## src/rtl/tas_pkg.sv

```systemverilog
// constants and carrier types for the tilt sensor readout
//
// What this block does
// - the serial slave port answers only to seven-bit address 0x55
// - enable high keeps the whole sensing system switched on
// - enable low keeps the sensing system switched off
// - three tilt outputs exist, one each for X, Y and Z
// - a tilt output goes high when its axis exceeds 0.688 g
// - a tilt output goes low when its axis is at or below 0.688 g
// - tilt outputs are push-pull, driven both high and low
// - data line is driven only low; pull-up gives high; clock is an input only
// - each axis sample is 14 bits, 1 mg per count, plus or minus 8 g
// - each enable rising edge takes one sample per axis, offset and gain corrected
// - absolute value of each sample is compared against the threshold
// - register zero reports data ready; master reads it before samples
// - enable low puts the tilt outputs and serial data in high impedance; sensing_on is driven low
package tas_pkg;

   // ------------------------------------------------------------
   // serial port
   // ------------------------------------------------------------
   localparam logic [6:0] TAS_SLAVE_ADDR = 7'h55;
   localparam logic [7:0] TAS_REG_STATUS = 8'h00;
   localparam logic [7:0] TAS_REG_X_MSB = 8'h01;
   localparam logic [7:0] TAS_REG_X_LSB = 8'h02;
   localparam logic [7:0] TAS_REG_Y_MSB = 8'h03;
   localparam logic [7:0] TAS_REG_Y_LSB = 8'h04;
   localparam logic [7:0] TAS_REG_Z_MSB = 8'h05;
   localparam logic [7:0] TAS_REG_Z_LSB = 8'h06;
   localparam int TAS_STAT_ALL_BIT = 3;

   // ------------------------------------------------------------
   // samples and threshold
   // ------------------------------------------------------------
   localparam int TAS_SAMPLE_W = 14;
   localparam int TAS_AXES = 3;
   localparam logic [14:0] TAS_TILT_LIMIT = 15'h02B0;
   localparam logic signed [31:0] TAS_SAT_MAX = 32'sh00001FFF;
   localparam logic signed [31:0] TAS_SAT_MIN = -32'sh00002000;
   localparam logic [11:0] TAS_GAIN_UNITY = 12'h400;
   localparam int TAS_GAIN_SHIFT = 10;

   // ------------------------------------------------------------
   // timing
   // ------------------------------------------------------------
   localparam int TAS_CLK_HZ = 20_000_000;
   localparam int TAS_CONV_US = 700;
   localparam int TAS_CONV_CYCLES = TAS_CONV_US * (TAS_CLK_HZ / 1_000_000);
   localparam int TAS_CNT_W = 24;

   // ------------------------------------------------------------
   // types
   // ------------------------------------------------------------
   typedef struct packed {
      logic [TAS_AXES-1:0][TAS_SAMPLE_W-1:0] axis;
   } tas_axes_type;

   typedef struct packed {
      logic [TAS_AXES-1:0] level;
      logic [TAS_AXES-1:0] oe;
   } tas_tilt_type;

   typedef enum logic [1:0] {
      TAS_PWR_OFF = 2'b00,
      TAS_PWR_ACTIVE = 2'b01,
      TAS_PWR_STANDBY = 2'b10
   } tas_pwr_type;

   typedef enum logic [2:0] {
      TAS_I2C_IDLE = 3'b000,
      TAS_I2C_ADDR = 3'b001,
      TAS_I2C_ADDR_ACK = 3'b010,
      TAS_I2C_PTR = 3'b011,
      TAS_I2C_PTR_ACK = 3'b100,
      TAS_I2C_TX = 3'b101,
      TAS_I2C_TX_ACK = 3'b110,
      TAS_I2C_TX_NEXT = 3'b111
   } tas_i2c_type;

endpackage

```

## src/rtl/tas_sensor_readout.sv

```systemverilog
// tilt sensor digital readout: power sequencing, tilt outputs, serial slave
`timescale 1ns/1ps
module tas_sensor_readout #(
   parameter int CONV_CYCLES = tas_pkg::TAS_CONV_CYCLES,
   parameter logic [2:0][13:0] OFFSET = '0,
   parameter logic [2:0][11:0] GAIN = {3{tas_pkg::TAS_GAIN_UNITY}}
) (
   // clock and reset
   input wire logic core_clk,
   input wire logic resetn,
   // power control
   input wire logic en,
   output logic sensing_on,
   // raw samples from the front end
   input wire tas_pkg::tas_axes_type raw_accel,
   // tilt pins
   output tas_pkg::tas_tilt_type tilt,
   // serial bus, open drain
   input wire logic scl_in,
   input wire logic sda_in,
   output logic sda_out,
   output logic sda_oe
);
   import tas_pkg::*;

   // ------------------------------------------------------------
   // reset release
   // ------------------------------------------------------------
   logic [1:0] rst_q;
   logic rst_n;

   always_ff @(posedge core_clk or negedge resetn) begin
      if (!resetn) begin
         rst_q <= 2'b00;
      end else begin
         rst_q <= {rst_q[0], 1'b1};
      end
   end
   assign rst_n = rst_q[1];

   // ------------------------------------------------------------
   // per-axis correction and threshold
   // ------------------------------------------------------------
   tas_axes_type raw_hold;
   tas_axes_type sample;
   tas_axes_type corr;
   logic [2:0] hit;

   for (genvar i = 0; i < TAS_AXES; i++) begin : g_axis
      logic signed [31:0] diff;
      logic signed [31:0] scaled;
      logic [14:0] mag;
      assign diff = 32'(signed'(raw_hold.axis[i])) - 32'(signed'(OFFSET[i]));
      assign scaled = (diff * signed'({20'h00000, GAIN[i]})) >>> TAS_GAIN_SHIFT;
      // clip to the 14-bit two's complement range
      assign corr.axis[i] = (scaled > TAS_SAT_MAX) ? TAS_SAT_MAX[13:0] :
                            (scaled < TAS_SAT_MIN) ? TAS_SAT_MIN[13:0] : scaled[13:0];
      // magnitude of the stored sample
      assign mag = sample.axis[i][13] ? 15'(-signed'({sample.axis[i][13], sample.axis[i]}))
                                      : {1'b0, sample.axis[i]};
      assign hit[i] = (mag > TAS_TILT_LIMIT);
   end

   // ------------------------------------------------------------
   // power sequencing
   // ------------------------------------------------------------
   tas_pwr_type pwr, next_pwr;
   logic en_q, next_en_q;
   logic [TAS_CNT_W-1:0] cnt, next_cnt;
   logic ready, next_ready;
   logic next_sensing_on;
   tas_axes_type next_raw_hold, next_sample;
   tas_tilt_type next_tilt;

   always_comb begin
      next_pwr = pwr;
      next_en_q = en;
      next_cnt = cnt;
      next_ready = ready;
      next_raw_hold = raw_hold;
      next_sample = sample;
      next_sensing_on = en;
      next_tilt.oe = {TAS_AXES{en}};
      next_tilt.level = (pwr == TAS_PWR_STANDBY) ? hit : 3'b000;
      unique case (pwr)
         TAS_PWR_OFF: begin
            if (en && !en_q) begin
               next_raw_hold = raw_accel;
               next_cnt = TAS_CNT_W'(CONV_CYCLES - 1);
               next_pwr = TAS_PWR_ACTIVE;
            end
         end
         TAS_PWR_ACTIVE: begin
            if (cnt == '0) begin
               next_sample = corr;
               next_ready = 1'b1;
               next_pwr = TAS_PWR_STANDBY;
            end else begin
               next_cnt = cnt - 1'b1;
            end
         end
         TAS_PWR_STANDBY: begin
         end
         default: next_pwr = TAS_PWR_OFF;
      endcase
      if (!en) begin
         next_pwr = TAS_PWR_OFF;
         next_ready = 1'b0;
      end
   end

   always_ff @(posedge core_clk or negedge rst_n) begin
      if (!rst_n) begin
         pwr <= TAS_PWR_OFF;
         en_q <= 1'b1;
         cnt <= '0;
         ready <= 1'b0;
         raw_hold <= '0;
         sample <= '0;
         sensing_on <= 1'b0;
         tilt <= '0;
      end else begin
         pwr <= next_pwr;
         en_q <= next_en_q;
         cnt <= next_cnt;
         ready <= next_ready;
         raw_hold <= next_raw_hold;
         sample <= next_sample;
         sensing_on <= next_sensing_on;
         tilt <= next_tilt;
      end
   end

   // ------------------------------------------------------------
   // register read mux
   // ------------------------------------------------------------
   function automatic logic [7:0] reg_read(input logic [7:0] a, input logic rdy,
                                           input tas_axes_type s);
      logic [7:0] v;
      v = 8'h00;
      unique case (a)
         TAS_REG_STATUS: v = {4'h0, rdy, {3{rdy}}};
         TAS_REG_X_MSB: v = s.axis[0][13:6];
         TAS_REG_X_LSB: v = {s.axis[0][5:0], 2'b00};
         TAS_REG_Y_MSB: v = s.axis[1][13:6];
         TAS_REG_Y_LSB: v = {s.axis[1][5:0], 2'b00};
         TAS_REG_Z_MSB: v = s.axis[2][13:6];
         TAS_REG_Z_LSB: v = {s.axis[2][5:0], 2'b00};
         default: v = 8'h00;
      endcase
      return v;
   endfunction

   // ------------------------------------------------------------
   // serial slave
   // ------------------------------------------------------------
   tas_i2c_type ist, next_ist;
   logic scl_q, sda_q;
   logic [7:0] shift, next_shift;
   logic [7:0] ptr, next_ptr;
   logic [2:0] bitcnt, next_bitcnt;
   logic rw, next_rw;
   logic next_sda_oe;
   logic scl_rise, scl_fall, start_c, stop_c;
   logic [7:0] byte_in;
   logic [7:0] rd_byte;

   assign scl_rise = scl_in && !scl_q;
   assign scl_fall = !scl_in && scl_q;
   assign start_c = scl_in && scl_q && sda_q && !sda_in;
   assign stop_c = scl_in && scl_q && !sda_q && sda_in;
   assign byte_in = {shift[6:0], sda_in};
   assign rd_byte = reg_read(ptr, ready, sample);

   always_comb begin
      next_ist = ist;
      next_shift = shift;
      next_ptr = ptr;
      next_bitcnt = bitcnt;
      next_rw = rw;
      next_sda_oe = sda_oe;
      unique case (ist)
         TAS_I2C_IDLE: next_sda_oe = 1'b0;
         TAS_I2C_ADDR, TAS_I2C_PTR: begin
            if (scl_rise) begin
               next_shift = byte_in;
               next_bitcnt = bitcnt + 1'b1;
               if (bitcnt == 3'd7 && ist == TAS_I2C_PTR) begin
                  next_ptr = byte_in;
                  next_ist = TAS_I2C_PTR_ACK;
               end else if (bitcnt == 3'd7) begin
                  next_rw = byte_in[0];
                  next_ist = (byte_in[7:1] == TAS_SLAVE_ADDR) ? TAS_I2C_ADDR_ACK
                                                              : TAS_I2C_IDLE;
               end
            end
         end
         TAS_I2C_ADDR_ACK, TAS_I2C_PTR_ACK: begin
            if (scl_fall && !sda_oe) begin
               next_sda_oe = 1'b1; // pull low only
            end else if (scl_fall) begin
               next_sda_oe = 1'b0;
               next_bitcnt = 3'd0;
               if (ist == TAS_I2C_PTR_ACK) begin
                  next_ist = TAS_I2C_IDLE;
               end else if (rw) begin
                  next_shift = rd_byte;
                  next_sda_oe = !rd_byte[7];
                  next_ist = TAS_I2C_TX;
               end else begin
                  next_ist = TAS_I2C_PTR;
               end
            end
         end
         TAS_I2C_TX: begin
            if (scl_rise) begin
               next_shift = {shift[6:0], 1'b0};
               next_bitcnt = bitcnt + 1'b1;
            end else if (scl_fall && bitcnt == 3'd0) begin
               next_sda_oe = 1'b0;
               next_ptr = ptr + 1'b1;
               next_ist = TAS_I2C_TX_ACK;
            end else if (scl_fall) begin
               next_sda_oe = !shift[7];
            end
         end
         TAS_I2C_TX_ACK: begin
            if (scl_rise) begin
               next_ist = sda_in ? TAS_I2C_IDLE : TAS_I2C_TX_NEXT;
            end
         end
         TAS_I2C_TX_NEXT: begin
            if (scl_fall) begin
               next_shift = rd_byte;
               next_sda_oe = !rd_byte[7];
               next_bitcnt = 3'd0;
               next_ist = TAS_I2C_TX;
            end
         end
      endcase
      if (start_c) begin
         next_ist = TAS_I2C_ADDR;
         next_bitcnt = 3'd0;
         next_sda_oe = 1'b0;
      end
      if (stop_c || !en) begin
         next_ist = TAS_I2C_IDLE;
         next_sda_oe = 1'b0;
      end
   end

   always_ff @(posedge core_clk or negedge rst_n) begin
      if (!rst_n) begin
         ist <= TAS_I2C_IDLE;
         scl_q <= 1'b1;
         sda_q <= 1'b1;
         shift <= 8'h00;
         ptr <= 8'h00;
         bitcnt <= 3'd0;
         rw <= 1'b0;
         sda_oe <= 1'b0;
         sda_out <= 1'b0;
      end else begin
         ist <= next_ist;
         scl_q <= scl_in;
         sda_q <= sda_in;
         shift <= next_shift;
         ptr <= next_ptr;
         bitcnt <= next_bitcnt;
         rw <= next_rw;
         sda_oe <= next_sda_oe;
         sda_out <= 1'b0;
      end
   end

endmodule

```

## config.mk

```make
export PLATFORM = sky130hd
export DESIGN_NAME = tas_sensor_readout
export DESIGN_NICKNAME = d
export VERILOG_FILES = /design/src/rtl/tas_pkg.sv /design/src/rtl/tas_sensor_readout.sv
export SDC_FILE = /design/constraint.sdc
export NUM_CORES = 1
export LEC_CHECK = 0
export CAP_MARGIN = 0
export CORE_AREA = 5 5 120 122
export CTS_CLUSTER_SIZE = 40
export DETAILED_ROUTE_END_ITERATION = 6
export DIE_AREA = 0 0 125 127
export DONT_BUFFER_PORTS = 1
export HOLD_SLACK_MARGIN = 0.06
export PLACE_DENSITY_LB_ADDON = 0.25
export SLEW_MARGIN = 25
export SYNTH_ARGS = -nofsm -noshare
export SYNTH_HDL_FRONTEND = slang
export SYNTH_SLANG_ARGS = --single-unit
export TNS_END_PERCENT = 10
```

## constraint.sdc

```tcl
create_clock -name core_clk -period 5.8 [get_ports core_clk]
set_input_delay 1.16 -clock core_clk [delete_from_list [all_inputs] [get_ports core_clk]]
set_output_delay 1.16 -clock core_clk [all_outputs]
set_load 0.03 [all_outputs]
```

==> results.yml <==
routing:
  dr.pass1.iters: 5
  avgViaCountPerCell: 5.89
  wl_per_cell_um: 16.4
  drtIter0Drc: 599
  drc_errors: 0
  num_vias: 5863
  drt_wl_total_um: 16300
  ant_nets: 0
outcome:
  outcome: "finished, final reports clean"
timing:
  skew_ns: 0.00658
  timing.hold.ws_ns: 0.349
  setup_viol: 0
  tns_ns: 0
  finalHoldViolCount: 0
  final-max-slew-violation-count: 0
  timing.final.crit_share: 0.516
  max_freq_ghz: 0.334
  rsz0062_at_grt: "false"
  min_period_ns: 2.99
  slew_headroom: 0.313
  worst_pin_slew_ns: 1.03
critical_path:
  r2r_end: "sample[16]$_DFFE_PN0P_"
  cp.required_ns: 6.16
  crit_path_top_delay_cell: "or4_1"
  startpoint: "cnt[16]$_DFFE_PN0P_"
  startpoint_type: "flip-flop"
  path_class: "flip-flop to flip-flop"
  rr_worst_depth: 7
  crit_chain: "or4_1 -> or4_1 -> nor4_4 -> and2_1 -> buf_4 -> nand2_1 -> nand2_1"
  crit_fanout: 48
  reg2reg_slack_ns: 2.81
  endpoint_kind: "flip-flop"
  cp.arrival_ns: 3.35
  timing.rr.start: "cnt[16]$_DFFE_PN0P_"
  critPathMaxStageDelay_ns: 0.59
  critical_path.endpoint: "sample[16]$_DFFE_PN0P_"
floorplan:
  io_pins: 56
  start_util: 0.558
  die_w_um: 125
  rows: 42
  die_h_um: 127
  fp.coreArea_um2: 13100
  dieArea_um2: 15900
clocking:
  cts_buffer_depth: 2
  cts.reportedPaths.clkPinSlew_ns: 0.06
  cts.repair.resized: 0
  cts_tree: "done"
  cts-root-buf: "clkbuf_16"
  hold_buffers: 0
  cts_max_level: 4
  post-cts-setup-buffers: 0
  clock_sinks: 144
  clock_latency_ns: 0.42
  cts_buffers: 17
global_routing:
  grt_pass1_wl_um: 28400
  grt_max_degree: 84
  grt-ovfl-total: 0
  grt_pass1_vias: 5820
  antenna_found_initial: 0
  grtUsageTotal: 0.217
pwr:
  ir_worst_vdd_mv: 0.204
  total_power_w: 0.00232
  powerDensity_nw_per_um2: 294
  leakage_nw: 3.59
synthesis:
  synth_edf_count: 0
  synth-seq-cells: 144
  syn_nets: 893
  yosys_warnings: 0
  synthAdderAreaFrac: 0.0154
  yosysMostFrequentCell: "nand2_1"
  synth_mux_area_frac: 0.0185
  synth_compound_area_frac: 0.143
  synth_common_cells: "nand2_1, dfrtp_1, nor2_1, clkbuf_1, o21ai_0"
  syn_area_um2: 7300
  yosysTopAreaCell: "dfrtp_1"
  yosysUniqueCellTypes: 62
  dominantRegCellSynth: "dfrtp_1"
  synthTopCellsByArea: "dfrtp_1, nand2_1, o21ai_0"
  synth.top_cell.area_share: 0.483
  ys_seq_area_frac: 0.494
  synth_top_family_by_area: "simple AND/OR/NAND/NOR gates"
  synth_cells: 837
  synth_xor_area_frac: 0.0252
  ys_async_sr_fraction: 1.00
  avgSynthCellArea_um2: 8.72
  yosys.area_share.simple: 0.258
final_layout:
  diodes: 0
  nFillCells: 1124
  finalNetCount: 862
  syn_to_final_growth_pct: 7.83
  final_util: 0.602
  drive_above_1_share: 0.0696
place:
  dp_hpwl_um: 11200
  gp_congestion: 0.890
  port_buffers: 0
job:
  cap_violations: 0
worst_hold_path:
  hp-class: "flip-flop to flip-flop"
  hold_depth: 0
[worst min path at each step]
stage	from	end	slack, ns
after floorplan	rst_q[0]$_DFF_PN0_	rst_q[1]$_DFF_PN0_	0.33
after global placement	rst_q[0]$_DFF_PN0_	rst_q[1]$_DFF_PN0_	0.34
after detailed placement	rst_q[0]$_DFF_PN0_	rst_q[1]$_DFF_PN0_	0.34
after CTS	rst_q[0]$_DFF_PN0_	rst_q[1]$_DFF_PN0_	0.35
after global routing	rst_q[0]$_DFF_PN0_	rst_q[1]$_DFF_PN0_	0.36
final	rst_q[0]$_DFF_PN0_	rst_q[1]$_DFF_PN0_	0.35
[state kept, by name, indices dropped and copies added, names as in the netlist, 2 cells and up]
register  flops
rst_q         2
shift         8
raw_hold     42
sample       42
bitcnt        3
ptr           8
ist           3
tilt          4
pwr           2
cnt          24
[through the flow]
stage	setup slack, ns	cell area [um^2]	cells
2_1_floorplan	1.50	7300	837
3_3_place_gp	2.83	7310	963
3_5_place_dp	2.79	7310	963
4_1_cts	2.80	7870	995
5_1_grt	2.55	7870	995
6_report	2.81	7870	995
[cells in the final DEF, fill, tap and decap left out, types with 11 or more instances in the layout]
cell	count
clkbuf_16	17
o21ai_0	38
a211oi_1	13
nand3_1	11
nand2b_1	11
a21oi_1	31
nor2_1	42
or3_1	11
xnor2_1	19
nor2b_1	11
nor3_1	18
dfrtp_1	140
inv_1	18
nand2_1	274
[report_power, final]
group	internal (W)	switching [W]
sequential	0.00108	0.0000679
clock	0.000575	0.000442
combinational	0.0000598	0.0000886
total	0.00172	0.000598
[metal layers]
layer / vias up / wire, um / global-route usage
met3: 30 / 849 / 0.0480
li1: 2811 / - / -
met1: 2836 / 7180 / 0.292
met4: 0 / 302 / 0.0740
met5: - / 0 / 0
met2: 186 / 7970 / 0.352
[worst max-delay path: cells and delay by family (launching register included)]
family / cells / cell delay [ns]
buffers and inverters: 1 / 0.39
and+or+nand+nor: 6 / 2.11
DFF: 1 / 0.41
[logic make-up (layout without fill, tap and decap cells)]
| logic type | Yosys count | count (layout) |
|---|---|---|
| adder cells (fa/ha/maj) | 9 | 9 |
| AND/OR/NAND/NOR | 424 | 424 |
| AO/OA/AOI/OAI | 151 | 151 |
| multiplexers | 13 | 13 |
| flip-flops | 144 | 144 |
| other | 2 | 2 |
| buffers and inverters | 73 | 55 |
| XOR/XNOR | 21 | 21 |
[layout make-up]
cell class              count  area, um^2  share of cell area
multi-input cells         620        3380               0.429
inverters                  18        67.6             0.00858
well taps                 176         220              0.0280
clock buffers              19         453              0.0575
repair buffers              5        41.3             0.00524
clock inverters            13         101              0.0129
flip-flops and latches    144        3610               0.459
No activity file was read; power rests on OpenSTA's default activity.
